**src/hw/iocg_defines.vh**
```
// Constants shared by the I/O cell gearing design.
// Assumes inclusion by bare name from hw/.
`ifndef IOCG_DEFINES_VH
`define IOCG_DEFINES_VH
// ****************************************
// Gearing mode codes
// ****************************************
`define IOCG_GEAR_ONE   3'h0
`define IOCG_GEAR_TWO   3'h1
`define IOCG_GEAR_FOUR  3'h2
`define IOCG_GEAR_FIVE  3'h3
`define IOCG_GEAR_SEVEN 3'h4
// ****************************************
// Word widths per mode
// ****************************************
`define IOCG_BITS_ONE   4'h2
`define IOCG_BITS_TWO   4'h4
`define IOCG_BITS_FOUR  4'h8
`define IOCG_BITS_FIVE  4'ha
`define IOCG_BITS_SEVEN 4'h7
`define IOCG_WORD_W     10
`define IOCG_WORD_MAX   4'ha
// ****************************************
// Input FIFO and edge monitor
// ****************************************
`define IOCG_FIFO_DEPTH 8
`define IOCG_FIFO_AW    3
`define IOCG_FIFO_W     1
`define IOCG_EYE_W      8
`define IOCG_SYNC_W     6
`endif

```
**src/hw/iocg_sync.v**
```verilog
// Two-stage level synchroniser for a bundle of inputs.
// Assumes every input is asynchronous to clk.
`timescale 1ns/1ps
module iocg_sync #(
    parameter WIDTH = 6
) (
    input  wire             clk,
    input  wire             rstn,
    input  wire [WIDTH-1:0] din,
    output reg  [WIDTH-1:0] dout
);
    reg [WIDTH-1:0] meta;

    // ****************************************
    // Double flop
    // ****************************************
    always @(posedge clk or negedge rstn) begin
        if (!rstn) begin
            meta <= {WIDTH{1'b0}};
            dout <= {WIDTH{1'b0}};
        end else begin
            meta <= din;
            dout <= meta;
        end
    end
endmodule // iocg_sync

```
**src/hw/iocg_fifo.v**
```verilog
// Input FIFO with valid/ready on both sides.
// Assumes one clock; pointers are exported to the group.
`timescale 1ns/1ps
module iocg_fifo #(
    parameter WIDTH = 1,
    parameter DEPTH = 8,
    parameter AW    = 3
) (
    input  wire             clk,
    input  wire             rstn,
    input  wire             clear,
    input  wire             inValid,
    output wire             inReady,
    input  wire [WIDTH-1:0] inData,
    output wire             outValid,
    input  wire             outReady,
    output wire [WIDTH-1:0] outData,
    output wire [AW-1:0]    writePointer,
    output wire [AW-1:0]    readPointer
);
    reg [WIDTH-1:0] mem [0:DEPTH-1];
    reg [AW:0]      wrPtr;
    reg [AW:0]      rdPtr;
    wire            doWrite;
    wire            doRead;

    assign outValid     = (wrPtr != rdPtr);
    assign inReady      = (wrPtr[AW-1:0] != rdPtr[AW-1:0]) ||
                          (wrPtr[AW] == rdPtr[AW]);
    assign doWrite      = inValid && inReady;
    assign doRead       = outValid && outReady;
    assign outData      = mem[rdPtr[AW-1:0]];
    assign writePointer = wrPtr[AW-1:0];
    assign readPointer  = rdPtr[AW-1:0];

    // ****************************************
    // Storage
    // ****************************************
    always @(posedge clk) begin
        if (doWrite) begin
            mem[wrPtr[AW-1:0]] <= inData;
        end
    end

    // ****************************************
    // Pointers
    // ****************************************
    always @(posedge clk or negedge rstn) begin
        if (!rstn) begin
            wrPtr <= {(AW+1){1'b0}};
            rdPtr <= {(AW+1){1'b0}};
        end else if (clear) begin
            wrPtr <= {(AW+1){1'b0}};
            rdPtr <= {(AW+1){1'b0}};
        end else begin
            if (doWrite) begin
                wrPtr <= wrPtr + 1'b1;
            end
            if (doRead) begin
                rdPtr <= rdPtr + 1'b1;
            end
        end
    end
endmodule // iocg_fifo

```
**src/hw/iocg_io_cell.v**
```verilog
// One I/O cell: geared input, output and tristate paths.
// Assumes clk far faster than the sampled link clocks.
//
// Functional notes
// - Gearing and eye monitor only on bottom
// - First stage samples both fast edges
// - Second stage slips on align request
// - Third stage transfers on slow clock
// - Input gears x1, x2, x4, x5
// - Seven-to-one only on linked cell pair
// - Word width 2, 4, 7, 8, 10
// - Input FIFO ahead of the gearing
// - FIFO written on strobe, read on edge
// - One pointer unit per strobe group
// - Bottom outputs serialise all gears
// - Other edges output single rate only
// - Strobe and data from write clocks
// - Single-rate enable through one flop
// - Two-bit enable on edge and slow clock
// - Tristate path has own reset
// - Three-bit FIFO pointers exported
`timescale 1ns/1ps
`include "iocg_defines.vh"
module iocg_io_cell #(
    parameter BOTTOM_EDGE = 1
) (
    input  wire        clk,
    input  wire        resetn,
    input  wire        fastEdgeClock,
    input  wire        sysClock,
    input  wire        serialIn,
    input  wire        strobeClock,
    input  wire        writeStrobeClock,
    input  wire        writeDataClockQ,
    input  wire        inputBlockReset,
    input  wire        outputBlockReset,
    input  wire        tristateBlockReset,
    input  wire [2:0]  gearMode,
    input  wire        memReadMode,
    input  wire        memWriteMode,
    input  wire        sdrOutMode,
    input  wire        ioCellPairLinked,
    input  wire        wordAlignRequest,
    input  wire [9:0]  parWordIn,
    input  wire        sdrDataIn,
    input  wire        outputEnableIn,
    input  wire [1:0]  outputEnableInDdr,
    input  wire        tristateDdrGear,
    output reg  [9:0]  parWordOut,
    output reg         parWordValid,
    output wire [2:0]  fifoReadPointer,
    output wire [2:0]  fifoWritePointer,
    output wire        fifoInReady,
    output reg         fifoOverflow,
    output reg         serialOut,
    output reg         strobeOut,
    output reg         outputEnableOut,
    output reg  [7:0]  eyeCentre
);
    // ****************************************
    // Functions
    // ****************************************
    function [2:0] gearSel;
        input [2:0] mode;
        input       pair;
        begin
            gearSel = mode;
            if (BOTTOM_EDGE == 0 || mode > `IOCG_GEAR_SEVEN) begin
                gearSel = `IOCG_GEAR_ONE;
            end else if (mode == `IOCG_GEAR_SEVEN && !pair) begin
                gearSel = `IOCG_GEAR_ONE;
            end
        end
    endfunction

    function [3:0] wordBits;
        input [2:0] g;
        begin
            case (g)
                `IOCG_GEAR_TWO:   wordBits = `IOCG_BITS_TWO;
                `IOCG_GEAR_FOUR:  wordBits = `IOCG_BITS_FOUR;
                `IOCG_GEAR_FIVE:  wordBits = `IOCG_BITS_FIVE;
                `IOCG_GEAR_SEVEN: wordBits = `IOCG_BITS_SEVEN;
                default:          wordBits = `IOCG_BITS_ONE;
            endcase
        end
    endfunction

    // ****************************************
    // Declarations
    // ****************************************
    reg                      rstMeta;
    reg                      rstn;
    wire [`IOCG_SYNC_W-1:0]  syncIn;
    wire [`IOCG_SYNC_W-1:0]  s;
    reg  [`IOCG_SYNC_W-1:0]  prev;
    wire                     fastEv;
    wire                     sysRise;
    wire                     strobeEv;
    wire                     wsEv;
    wire                     wdqEv;
    wire                     dataEv;
    wire [2:0]               gear;
    wire [3:0]               nBits;
    wire                     fifoValid;
    wire [`IOCG_FIFO_W-1:0]  fifoData;
    wire                     fifoPush;
    wire                     inBit;
    wire                     inTake;
    wire [9:0]               nextShift;
    reg  [9:0]               shiftReg;
    reg  [3:0]               bitCnt;
    reg  [9:0]               updateWord;
    reg                      updateFull;
    reg                      alignPrev;
    reg                      alignPend;
    wire                     wordDone;
    wire                     outGeared;
    wire                     outEv;
    reg  [9:0]               outShift;
    reg  [3:0]               outCnt;
    reg  [1:0]               oeHold;
    reg                      oePhase;
    reg  [7:0]               sinceEdge;
    reg  [7:0]               transAt;

    // ****************************************
    // Reset release and input sampling
    // ****************************************
    always @(posedge clk or negedge resetn) begin
        if (!resetn) begin
            rstMeta <= 1'b0;
            rstn    <= 1'b0;
        end else begin
            rstMeta <= 1'b1;
            rstn    <= rstMeta;
        end
    end

    assign syncIn = {writeDataClockQ, writeStrobeClock, strobeClock,
                     serialIn, sysClock, fastEdgeClock};

    iocg_sync #(
        .WIDTH (`IOCG_SYNC_W)
    ) iocg_sync_i (
        .clk  (clk),
        .rstn (rstn),
        .din  (syncIn),
        .dout (s)
    );

    always @(posedge clk or negedge rstn) begin
        if (!rstn) begin
            prev <= {`IOCG_SYNC_W{1'b0}};
        end else begin
            prev <= s;
        end
    end

    assign fastEv   = s[0] ^ prev[0];
    assign sysRise  = s[1] & ~prev[1];
    assign dataEv   = s[2] ^ prev[2];
    assign strobeEv = s[3] ^ prev[3];
    assign wsEv     = s[4] ^ prev[4];
    assign wdqEv    = s[5] ^ prev[5];

    assign gear  = gearSel(gearMode, ioCellPairLinked);
    assign nBits = wordBits(gear);

    // ****************************************
    // Input FIFO
    // ****************************************
    // Write on strobe edges
    assign fifoPush = (BOTTOM_EDGE != 0) && memReadMode && strobeEv;

    iocg_fifo #(
        .WIDTH (`IOCG_FIFO_W),
        .DEPTH (`IOCG_FIFO_DEPTH),
        .AW    (`IOCG_FIFO_AW)
    ) iocg_fifo_i (
        .clk          (clk),
        .rstn         (rstn),
        .clear        (inputBlockReset),
        .inValid      (fifoPush),
        .inReady      (fifoInReady),
        .inData       (s[2]),
        .outValid     (fifoValid),
        .outReady     (fastEv & memReadMode),
        .outData      (fifoData),
        .writePointer (fifoWritePointer),
        .readPointer  (fifoReadPointer)
    );

    always @(posedge clk or negedge rstn) begin
        if (!rstn) begin
            fifoOverflow <= 1'b0;
        end else if (fifoPush && !fifoInReady) begin
            fifoOverflow <= 1'b1;
        end else if (inputBlockReset) begin
            fifoOverflow <= 1'b0;
        end
    end

    assign inBit  = memReadMode ? fifoData[0] : s[2];
    assign inTake = memReadMode ? (fastEv & fifoValid) : fastEv;

    // ****************************************
    // Input stages one and two
    // ****************************************
    assign nextShift = {inBit, shiftReg[9:1]};
    assign wordDone  = inTake && !alignPend && (bitCnt == nBits - 4'h1);

    always @(posedge clk or negedge rstn) begin
        if (!rstn) begin
            shiftReg   <= 10'h000;
            bitCnt     <= 4'h0;
            updateWord <= 10'h000;
            alignPrev  <= 1'b0;
            alignPend  <= 1'b0;
        end else if (inputBlockReset) begin
            shiftReg   <= 10'h000;
            bitCnt     <= 4'h0;
            updateWord <= 10'h000;
            alignPrev  <= 1'b0;
            alignPend  <= 1'b0;
        end else begin
            alignPrev <= wordAlignRequest;
            if (wordAlignRequest && !alignPrev) begin
                alignPend <= 1'b1;
            end else if (inTake) begin
                alignPend <= 1'b0;
            end
            if (inTake) begin
                shiftReg <= nextShift;
                if (wordDone) begin
                    bitCnt <= 4'h0;
                    updateWord <= nextShift >> (`IOCG_WORD_MAX - nBits);
                end else if (!alignPend) begin
                    bitCnt <= bitCnt + 4'h1;
                end
            end
        end
    end

    // ****************************************
    // Input stage three
    // ****************************************
    always @(posedge clk or negedge rstn) begin
        if (!rstn) begin
            updateFull   <= 1'b0;
            parWordOut   <= 10'h000;
            parWordValid <= 1'b0;
        end else if (inputBlockReset) begin
            updateFull   <= 1'b0;
            parWordOut   <= 10'h000;
            parWordValid <= 1'b0;
        end else begin
            parWordValid <= 1'b0;
            if (sysRise && updateFull) begin
                parWordOut   <= updateWord;
                parWordValid <= 1'b1;
            end
            if (inTake && wordDone) begin
                updateFull <= 1'b1;
            end else if (sysRise) begin
                updateFull <= 1'b0;
            end
        end
    end

    // ****************************************
    // Output path
    // ****************************************
    // Single rate off bottom
    assign outGeared = (BOTTOM_EDGE != 0) && !sdrOutMode;
    assign outEv     = memWriteMode ? wdqEv : fastEv;

    always @(posedge clk or negedge rstn) begin
        if (!rstn) begin
            outShift  <= 10'h000;
            outCnt    <= 4'h0;
            serialOut <= 1'b0;
            strobeOut <= 1'b0;
        end else if (outputBlockReset) begin
            outShift  <= 10'h000;
            outCnt    <= 4'h0;
            serialOut <= 1'b0;
            strobeOut <= 1'b0;
        end else if (!outGeared) begin
            if (sysRise) begin
                serialOut <= sdrDataIn;
            end
        end else begin
            if (sysRise) begin
                outShift <= parWordIn;
                outCnt   <= nBits;
            end else if (outEv && outCnt != 4'h0) begin
                serialOut <= outShift[0];
                outShift  <= {1'b0, outShift[9:1]};
                outCnt    <= outCnt - 4'h1;
            end
            if (wsEv) begin
                strobeOut <= memWriteMode && (outCnt != 4'h0) && s[4];
            end
        end
    end

    // ****************************************
    // Tristate path
    // ****************************************
    always @(posedge clk or negedge rstn) begin
        if (!rstn) begin
            outputEnableOut <= 1'b0;
            oeHold          <= 2'h0;
            oePhase         <= 1'b0;
        end else if (tristateBlockReset) begin
            outputEnableOut <= 1'b0;
            oeHold          <= 2'h0;
            oePhase         <= 1'b0;
        end else if (BOTTOM_EDGE != 0 && tristateDdrGear) begin
            if (sysRise) begin
                oeHold  <= outputEnableInDdr;
                oePhase <= 1'b0;
            end else if (fastEv) begin
                outputEnableOut <= oeHold[oePhase];
                oePhase         <= ~oePhase;
            end
        end else if (sysRise) begin
            outputEnableOut <= outputEnableIn;
        end
    end

    // ****************************************
    // Edge monitor
    // ****************************************
    always @(posedge clk or negedge rstn) begin
        if (!rstn) begin
            sinceEdge <= 8'h00;
            transAt   <= 8'h00;
            eyeCentre <= 8'h00;
        end else if (BOTTOM_EDGE != 0) begin
            // Eye centre half a bit after data edge
            if (fastEv) begin
                sinceEdge <= 8'h00;
                eyeCentre <= transAt + {1'b0, sinceEdge[7:1]};
            end else if (sinceEdge != 8'hff) begin
                sinceEdge <= sinceEdge + 8'h01;
            end
            if (dataEv) begin
                transAt <= sinceEdge;
            end
        end
    end
endmodule // iocg_io_cell

```
**config.mk**
```make
export PLATFORM = sky130hd
export DESIGN_NAME = iocg_io_cell
export DESIGN_NICKNAME = d
export VERILOG_FILES = /design/src/hw/iocg_sync.v /design/src/hw/iocg_fifo.v /design/src/hw/iocg_io_cell.v
export VERILOG_INCLUDE_DIRS = /design/src /design/src/hw
export SDC_FILE = /design/constraint.sdc
export NUM_CORES = 1
export LEC_CHECK = 0
export ABC_AREA = 1
export CAP_MARGIN = 20
export CORE_MARGIN = 2
export CORE_UTILIZATION = 60
export CTS_BUF_LIST = sky130_fd_sc_hd__clkbuf_8
export CTS_CLUSTER_SIZE = 40
export DETAILED_ROUTE_END_ITERATION = 8
export DONT_BUFFER_PORTS = 1
export PLACE_DENSITY = 0.82
export SKIP_CTS_REPAIR_TIMING = 1
export SLEW_MARGIN = 0
export SYNTH_ARGS = -nofsm -noshare
export SYNTH_HDL_FRONTEND = slang
export SYNTH_HIERARCHICAL = 1
export SYNTH_SLANG_ARGS = --single-unit
```
**constraint.sdc**
```tcl
create_clock -name clk -period 6.7 [get_ports clk]
set_clock_uncertainty 0.15 [all_clocks]
set_input_delay 1.34 -clock clk [delete_from_list [all_inputs] [get_ports clk]]
set_output_delay 1.34 -clock clk [all_outputs]
set_load 0.1 [all_outputs]
```
# Word-level counts from Yosys, hierarchy flattened
# Memory sizes are Yosys's and may differ from the RTL's.
# Cells that the tools add are included.
# totals
mem_count	1
regBits	111
word_cells	172
in_bits	34
latch_bits	0
mem_bits_rw	8
out_inout_bits	30
rom_bits	0
# classes
div	0
bitwise	10
n_shift	1
mul	0
n_addsub	8
reduce_logical	43
n_eq_ne	15
magnitude_cmp	2
muxes	66
# memory_table
memory	words	word_bits	read_ports	rd_ports_with_merged_regs	write_ports	line_no	source
iocg_fifo_i.mem	8	1	1	0	1	iocg_fifo.v:21	reg [WIDTH-1:0] mem [0:DEPTH-1];
# ops
operator	count
two-way mux 10 bit	11
two-way mux 4 bit	12
two-way mux 1 bit	35
nonzero test 2 bit	10
nonzero test 3 bit	6
two-way mux 8 bit	2
one-hot mux 4 bit (4 select lines)	1
logical AND 1 bit	13
adder 4 x 1 -> 4 bit (second input constant)	3
AND reduction 2 bit	6
right shift 10 x 4 -> 10 bit	1
adder 8 x 1 -> 8 bit (second input constant)	1
adder 8 x 7 -> 8 bit	1
!= test 8 bit (second input constant)	1
subtractor 4 x 1 -> 4 bit (second input constant)	2
equality test 3 x 2 -> 1 bit (second input constant)	2
equality test 3 bit (second input constant)	2
two-way mux 2 bit	3
two-way mux 3 bit	2
!= test 3 x 2 -> 1 bit (second input constant)	2
!= test 3 bit (second input constant)	2
AND reduction 3 bit	2
bitwise XOR 1 bit	5
equality test 4 bit	1
other kinds (13)	19

# Depth between registers and ports, before layout
# Gate-level depths: netlist of run 1.
# depth
word_depth	12
depth_mapped	17

# Hierarchy
# The synthesis of run 1 kept the hierarchy.
# modules_own_cells
module	cells_each	seq_area_each_um2	instances	area_each_um2
iocg_io_cell	599	2252.2	1	4735.8
iocg_fifo	117	440.4	1	980.9
iocg_sync	12	300.3	1	300.3

# Least setup slack after synthesis of run 1
# No wires, ideal clock.
# synth_path
path_kind	input to register
startpoint	input gearMode[0]
endpoint	register updateWord[2]
slack_ns	3.500
arrival_time_ns	2.925
t_required_ns	6.425
path_stages	12
path_cell_list	nor2_4 -> nand2_4 -> buf_2 -> ha_1 -> xnor2_1 -> nor2_1 -> nand2_1 -> nor2_2 -> nand3_2 -> buf_6 -> nand3_1 -> o21ai_1
# synth_between
elab_chain_len	11
# synth_rtl
element	line_no	source
start: declaration	iocg_io_cell.v:38	input wire [2:0] gearMode,
equality test 3 bit (no source line)	n/a	
logical AND 1 bit	iocg_io_cell.v:70	end else if (mode == `IOCG_GEAR_SEVEN && !pair) begin
two-way mux 3 bit	iocg_io_cell.v:70	
two-way mux 3 bit (*)	iocg_io_cell.v:68	if (BOTTOM_EDGE == 0 || mode > `IOCG_GEAR_SEVEN) begin
equality test 3 bit, or another cell as far along	iocg_io_cell.v:79	case (g)
one-hot mux 4 bit (4 select lines) (*)	iocg_io_cell.v:79	
subtractor 4 bit (no source line) / subtractor 4 x 1 -> 4 bit (equally long branches)	n/a	
right shift 10 x 4 -> 10 bit / equality test 4 bit (equally long branches)	iocg_io_cell.v:237, iocg_io_cell.v:211	
two-way mux 10 bit / logical AND 1 bit (equally long branches)	iocg_io_cell.v:235, iocg_io_cell.v:211	
two-way mux 10 bit / nonzero test 2 bit (equally long branches)	n/a	
two-way mux 10 bit / AND reduction 2 bit (equally long branches)	n/a	
end signal: assignment	iocg_io_cell.v:237	updateWord <= nextShift >> (`IOCG_WORD_MAX - nBits);
end: declaration	iocg_io_cell.v:113	reg [9:0] updateWord;
# Every way passes the cells marked *; elsewhere a longest branch is shown, timed or not. The select of a mux whose other input is x is not followed.
# A chain may end at the register's enable or synchronous reset.

# Worst setup path after layout of run 1
# layout_path
startpoint	register iocg_fifo_i.rdPtr[1]
endpoint	output fifoInReady
# layout_between
elab_chain_len	2
# layout_rtl
element	line_no	source
start: declaration	iocg_fifo.v:23	reg [AW:0] rdPtr;
start signal: assignment	iocg_fifo.v:51	rdPtr <= {(AW+1){1'b0}};
start signal: assignment	iocg_fifo.v:54	rdPtr <= {(AW+1){1'b0}};
start signal: assignment	iocg_fifo.v:60	rdPtr <= rdPtr + 1'b1;
!= test 3 bit	iocg_fifo.v:28	assign inReady = (wrPtr[AW-1:0] != rdPtr[AW-1:0]) ||
logical OR 1 bit	iocg_fifo.v:28	
end: declaration	iocg_io_cell.v:53	output wire fifoInReady,
# Every way passes these cells.

==> impl_metrics.py, run 1 <==
metrics = {
    "cells_and_area": {
        "area_growth_pct": 6.82,
        "antenna_cells": 0,
        "multi_input_area_sq_mm": 0.00258,
        "regArea_sq_mm": 0.00300,
        "fill_cells": 815,
        "drive_above_1_share": 0.0788,
        "fin_nets": 772,
        "final-instance-count-excl-fill": 869,
    },
    "die": {
        "num_rows": 36,
        "core-area_sq_mm": 0.00977,
        "initial_core_util": 0.616,
        "die_w_microns": 104,
        "die_area_sq_mm": 0.0108,
        "ios": 64,
        "die_h_microns": 104,
    },
    "power_and_ir_drop": {
        "p_comb_frac": 0.118,
        "seqPwrFrac": 0.524,
        "peakVddDrop_v": 0.000162,
        "power.switching_w": 0.000564,
        "clkPwrFrac": 0.358,
        "swShare": 0.336,
        "p_int_w": 0.00112,
        "leakage_nw": 3.21,
        "power-per-cell-area_mw_per_mm2": 262,
    },
    "drt": {
        "firstDrtPassIters": 5,
        "ant_nets": 0,
        "wire_per_inst_microns": 14.8,
        "drt-total-wl_microns": 12900,
        "drc": 0,
        "vias": 4950,
        "viasPerCell": 5.70,
        "drtIter0Drc": 311,
    },
    "placed_design": {
        "hpwl_microns": 9040,
        "gp_congestion": 0.914,
        "port_buffers": 0,
        "place_inst": 836,
    },
    "worst_setup_path": {
        "worstSetupStartpointType": "flop",
        "rrSetupSlack_ps": 3320,
        "worstPathArrival_ps": 2460,
        "worstSetupPathType": "reg2out",
        "r2r_cells": 16,
        "r2r-end": "updateWord[3]$_DFFE_PN0P_",
        "r2r-start": "iocg_fifo_i/wrPtr[2]$_DFFE_PN0P_",
        "endpoint": "fifoInReady",
        "cp.required_ps": 5210,
        "critPathLaunch": "iocg_fifo_i/rdPtr[1]$_DFFE_PN0P_",
        "end_kind": "output port",
        "critPathMaxFanout": 9,
    },
    "cts": {
        "clockBufferDepth": 2,
        "clkSinkCount": 118,
        "clockRootBuffer": "clkbuf_8",
        "cts_tree": "done",
        "clkLatencyLatePin_ps": 440,
        "cts_inserted_buffers": 17,
        "clk_pin_slew_worst_paths_ps": 70,
        "cts_max_level": 4,
    },
    "grt": {
        "grt_max_degree": 56,
        "grt_pass1_wl_microns": 22100,
        "grt_pass1_vias": 4669,
        "grt_overflow_total": 0,
        "antenna_found_initial": 0,
        "grt_use_total": 0.251,
    },
    "logic_synthesis": {
        "syn_nets": 777,
        "syn_avg_cell_area_sq_um": 8.27,
        "synth-seq-area-share": 0.497,
        "async_reset_ff_frac": 0.932,
        "ys_warn_count": 6,
        "synthDistinctLibCells": 42,
        "synth-edff-count": 8,
        "ys.flop_type": "dfrtp_1",
        "ys_ff_latch": 118,
        "syn_area_sq_mm": 0.00602,
        "netlist_instances": 728,
    },
    "sta": {
        "setup_violations": 0,
        "hold_viol_final": 0,
        "worstMarginPinSlew_ps": 1150,
        "fin_setup_tns_ps": 0,
        "rsz0062_at_grt": "false",
        "finalMaxSlewViolations": 0,
        "final.period_utilization": 0.590,
        "max_freq_mhz": 253,
        "slew_headroom": 0.230,
        "whs_ps": 203,
        "layout_min_cycle_time_ps": 3950,
    },
    "min_path": {
        "holdPathStages": 0,
        "worstHoldPathType": "reg2reg",
    },
    "flow_run": {
        "cap_violations": 0,
    },
    "outcome": {
        "status": "complete, no violations",
    },
}
worst max-delay path, stage by stage, from the launching register on:
cell and delay [ps]:
dfrtp_1 1090, inv_1 200, nand2_1 110, nand2_1 100
inv_1 100, nand4_4 420
cells in the mapped netlist, types with 3 or more instances:
library cell  count  share of area
a21oi_1          17          0.014
a31oi_1           6         0.0062
buf_1             3         0.0019
buf_2             6         0.0050
buf_4             7         0.0087
clkbuf_1          9         0.0056
dfrtp_1         110           0.46
edfxtp_1          8          0.040
ha_1             14          0.029
inv_1            73          0.046
inv_2             3         0.0019
nand2_1         177           0.11
nand2_2           3         0.0031
nand3_1         117          0.097
nand3_2           4         0.0067
nand4_1          17          0.018
nor2_1           45          0.028
nor3_1            8         0.0067
o21a_1            6         0.0075
o21ai_0          42          0.035
o21ai_1          10         0.0083
o31ai_1           3         0.0037
or2_2             3         0.0031
xnor2_1           4         0.0058
xor2_1            8          0.012
registers in the layout (all words and copies together) (netlist names), 2 cells and up:
signal / count
updateWord: 10
parWordOut: 10
outShift: 10
eyeCentre: 8
iocg_fifo_i/rdPtr: 4
bitCnt: 4
iocg_sync_i/dout: 6
outCnt: 4
sinceEdge: 8
transAt: 8
iocg_fifo_i/wrPtr: 4
iocg_fifo_i/mem: 8
shiftReg: 9
iocg_sync_i/meta: 6
prev: 6
oeHold: 2
metrics by stage:
stage          setup WS, ps  utilization  power (W)  cell area, sq um
2_1_floorplan          3260            -    0.00104              6020
3_3_place_gp           3240        0.619    0.00108              6050
3_5_place_dp           3110        0.619    0.00109              6050
4_1_cts                2740        0.656    0.00169              6420
5_1_grt                2630        0.658    0.00175              6430
6_report               2750        0.658    0.00168              6430
layout by cell type, fill, tap and decap left out, types with 3 or more instances in the layout:
master	Yosys	final
xnor2_1	4	4
clkbuf_8	0	17
nand2_2	3	3
o31ai_1	3	3
dfrtp_1	110	109
a31oi_1	6	6
o21ai_0	42	42
nor3_1	8	8
o21ai_1	10	10
o21a_1	6	6
nand4_1	17	17
nand3_1	117	117
xor2_1	8	8
clkinv_4	0	5
edfxtp_1	8	8
nor2_1	45	45
clkinv_2	0	5
inv_2	3	3
or2_2	3	3
ha_1	14	14
a21oi_1	17	17
inv_1	73	73
nand2_1	177	177
nand3_2	4	4
cells by family after synthesis:
logic type | after synthesis | share of synthesized area
compound gates | 95 | 0.0890
flops | 118 | 0.497
mux | 2 | 0.00374
xor+xnor | 12 | 0.0175
fa+ha+maj | 15 | 0.0324
buf+inv | 104 | 0.0730
simple gates | 381 | 0.286
other cells | 1 | 0.000623
final cells by class:
cell class              instances  share of cell area
clock inverters                15              0.0202
inverters                      77              0.0450
repair buffers                  3             0.00409
well taps                     133              0.0259
multi-input cells             506               0.402
flip-flops and latches        118               0.466
clock buffers                  17              0.0364
metal layers:
metal | part of all wire | global-route usage
met1 | 0.45 | 0.343
met2 | 0.47 | 0.390
met3 | 0.064 | 0.0627
met4 | 0.017 | 0.0965
met5 | 0 | 0
power groups by stage:
stage	clock (W)	combinational, W	sequential (W)
6_report	0.000603	0.000199	0.000881
5_1_grt	0.000637	0.000226	0.000887
4_1_cts	0.000609	0.000195	0.000882
3_5_place_dp	0	0.000193	0.000896
3_3_place_gp	0	0.000184	0.000893
2_1_floorplan	0	0.000166	0.000878
worst min-delay path by stage:
stage,slack (ps),start,end
3_3_place_gp,180,iocg_sync_i/meta[4]$_DFF_PN0_,iocg_sync_i/dout[4]$_DFF_PN0_
4_1_cts,200,iocg_sync_i/meta[3]$_DFF_PN0_,iocg_sync_i/dout[3]$_DFF_PN0_
5_1_grt,210,iocg_sync_i/meta[2]$_DFF_PN0_,iocg_sync_i/dout[2]$_DFF_PN0_
6_report,200,iocg_sync_i/meta[2]$_DFF_PN0_,iocg_sync_i/dout[2]$_DFF_PN0_
2_1_floorplan,180,iocg_sync_i/meta[0]$_DFF_PN0_,iocg_sync_i/dout[0]$_DFF_PN0_
3_5_place_dp,190,iocg_sync_i/meta[1]$_DFF_PN0_,iocg_sync_i/dout[1]$_DFF_PN0_
(Power assumes the default switching activity.)
==> run 2: changes to the inputs <==
- clock period: 6.7 -> 3.7 ns (I/O delays scaled with it)
==> impl_metrics.py, run 2 (same netlist as run 1, synthesis figures left out) <==
metrics = {
    "outcome": {
        "status": "complete, no violations",
    },
    "cts": {
        "cts_max_level": 4,
        "clkLatencyLatePin_ps": 430,
        "clk_pin_slew_worst_paths_ps": 70,
        "clockRootBuffer": "clkbuf_8",
        "clkSinkCount": 118,
        "clockBufferDepth": 2,
        "cts_inserted_buffers": 17,
        "cts_tree": "done",
    },
    "worst_setup_path": {
        "end_kind": "flop",
        "cp.required_ps": 3920,
        "worstSetupPathType": "reg2reg",
        "worstPathArrival_ps": 3090,
        "rrSetupSlack_ps": 830,
        "r2r-end": "updateWord[3]$_DFFE_PN0P_",
        "r2r_cells": 17,
        "critPathMaxFanout": 14,
        "worstSetupStartpointType": "flop",
        "r2r-start": "iocg_fifo_i/wrPtr[2]$_DFFE_PN0P_",
    },
    "power_and_ir_drop": {
        "power-per-cell-area_mw_per_mm2": 463,
        "p_total_w": 0.00302,
        "peakVddDrop_v": 0.000464,
        "leakage_nw": 3.26,
    },
    "drt": {
        "firstDrtPassIters": 5,
        "vias": 4980,
        "wire_per_inst_microns": 14.8,
        "drtIter0Drc": 313,
        "drc": 0,
        "drt-total-wl_microns": 13000,
        "viasPerCell": 5.66,
        "ant_nets": 0,
    },
    "sta": {
        "hold_viol_final": 0,
        "setup_violations": 0,
        "whs_ps": 178,
        "worstMarginPinSlew_ps": 945,
        "max_freq_mhz": 348,
        "slew_headroom": 0.370,
        "layout_min_cycle_time_ps": 2870,
        "finalMaxSlewViolations": 0,
        "fin_setup_tns_ps": 0,
        "final.period_utilization": 0.776,
        "rsz0062_at_grt": "false",
    },
    "cells_and_area": {
        "reg.largest.list": "outShift: 10 flops, parWordOut: 10 flops, updateWord: 10 flops",
        "area_growth_pct": 8.40,
        "final_cell_mix": "nand2_1 (177), nand3_1 (117), dfrtp_1 (109)",
        "fin_nets": 783,
        "drive_above_1_share": 0.0897,
        "antenna_cells": 0,
        "final_common_cell": "nand2_1",
    },
    "placed_design": {
        "hpwl_microns": 9330,
        "port_buffers": 0,
        "gp_congestion": 0.898,
    },
    "die": {
        "die_area_sq_mm": 0.0108,
        "core-area_sq_mm": 0.00977,
        "ios": 64,
        "die_h_microns": 104,
        "num_rows": 36,
        "initial_core_util": 0.616,
        "die_w_microns": 104,
    },
    "grt": {
        "antenna_found_initial": 0,
        "grt_pass1_wl_microns": 22800,
        "grt_pass1_vias": 4900,
        "grt_use_total": 0.260,
        "grt_max_degree": 92,
        "grt_overflow_total": 0,
    },
    "flow_run": {
        "cap_violations": 0,
    },
    "min_path": {
        "worstHoldPathType": "reg2async",
    },
}
run 2: cell count changes in the layout (fill, tap and decap cells not counted), sizes merged:
| cell | delta |
|---|---|
| dlygate4sd3 | +1 |
| clkinvlp | +3 |
| clkinv | -4 |
| clkbuf | +1 |
| buf | +10 |
run 2: power by group:
group / total [W] / switching [W] / internal [W]
sequential: 0.00158 / 0.000200 / 0.00138
combinational: 0.000386 / 0.000261 / 0.000125
clock: 0.00106 / 0.000517 / 0.000539
total: 0.00302 / 0.000978 / 0.00204
run 2: critical path, stage by stage, from the launching register on:
cell	delay, ps
dfrtp_1	410
buf_4	340
inv_1	120
nand2_1	100
nand2_2	70
inv_1	50
nor2_1	30
nand2_1	190
inv_1	80
nand2_1	100
nand3_2	170
nor2_1	180
nand2_1	90
nor2_2	160
nand3_2	270
nand2_1	170
nand2_1	70
nand2_1	60
run 2: routing by layer:
layer  track usage  vias up  wire, microns
met4        0.0994        0            244
li1              -     2434              -
met1         0.346     2396           5800
met5             0        -              0
met3        0.0652       20            651
met2         0.413      130           6310
run 2: worst max path at each step:
stage / from / to / slack (ps) / depth (start not counted)
4_1_cts: iocg_fifo_i/wrPtr[2]$_DFFE_PN0P_ / updateWord[3]$_DFFE_PN0P_ / 850 / 17
3_5_place_dp: gearMode[0] / bitCnt[2]$_DFFE_PN0P_ / 730 / 10
3_3_place_gp: gearMode[0] / bitCnt[2]$_DFFE_PN0P_ / 830 / 10
6_report: iocg_fifo_i/wrPtr[2]$_DFFE_PN0P_ / updateWord[3]$_DFFE_PN0P_ / 830 / 17
2_1_floorplan: rstn$_DFF_PN0_ / alignPend$_DFFE_PN0P_ / 260 / 0
5_1_grt: iocg_fifo_i/wrPtr[2]$_DFFE_PN0P_ / updateWord[3]$_DFFE_PN0P_ / 530 / 17
run 2: area by class of cell:
| cell class | instances | area (sq um) |
|---|---|---|
| clock buffers | 18 | 248 |
| clock inverters | 14 | 110 |
| fillers | 791 | 3250 |
| inverters | 77 | 289 |
| multi-input cells | 506 | 2580 |
| flip-flops and latches | 118 | 3000 |
| well taps | 133 | 166 |
| repair buffers | 14 | 128 |
run 2: per-stage QoR:
step           cell area [sq um]  worst slack, ps  instances  utilization
4_1_cts                     6480              849        878        0.663
6_report                    6520              828        880        0.667
3_3_place_gp                6130              831        846        0.627
2_1_floorplan               6020              259        728            -
5_1_grt                     6520              529        880        0.667
3_5_place_dp                6130              735        846        0.627
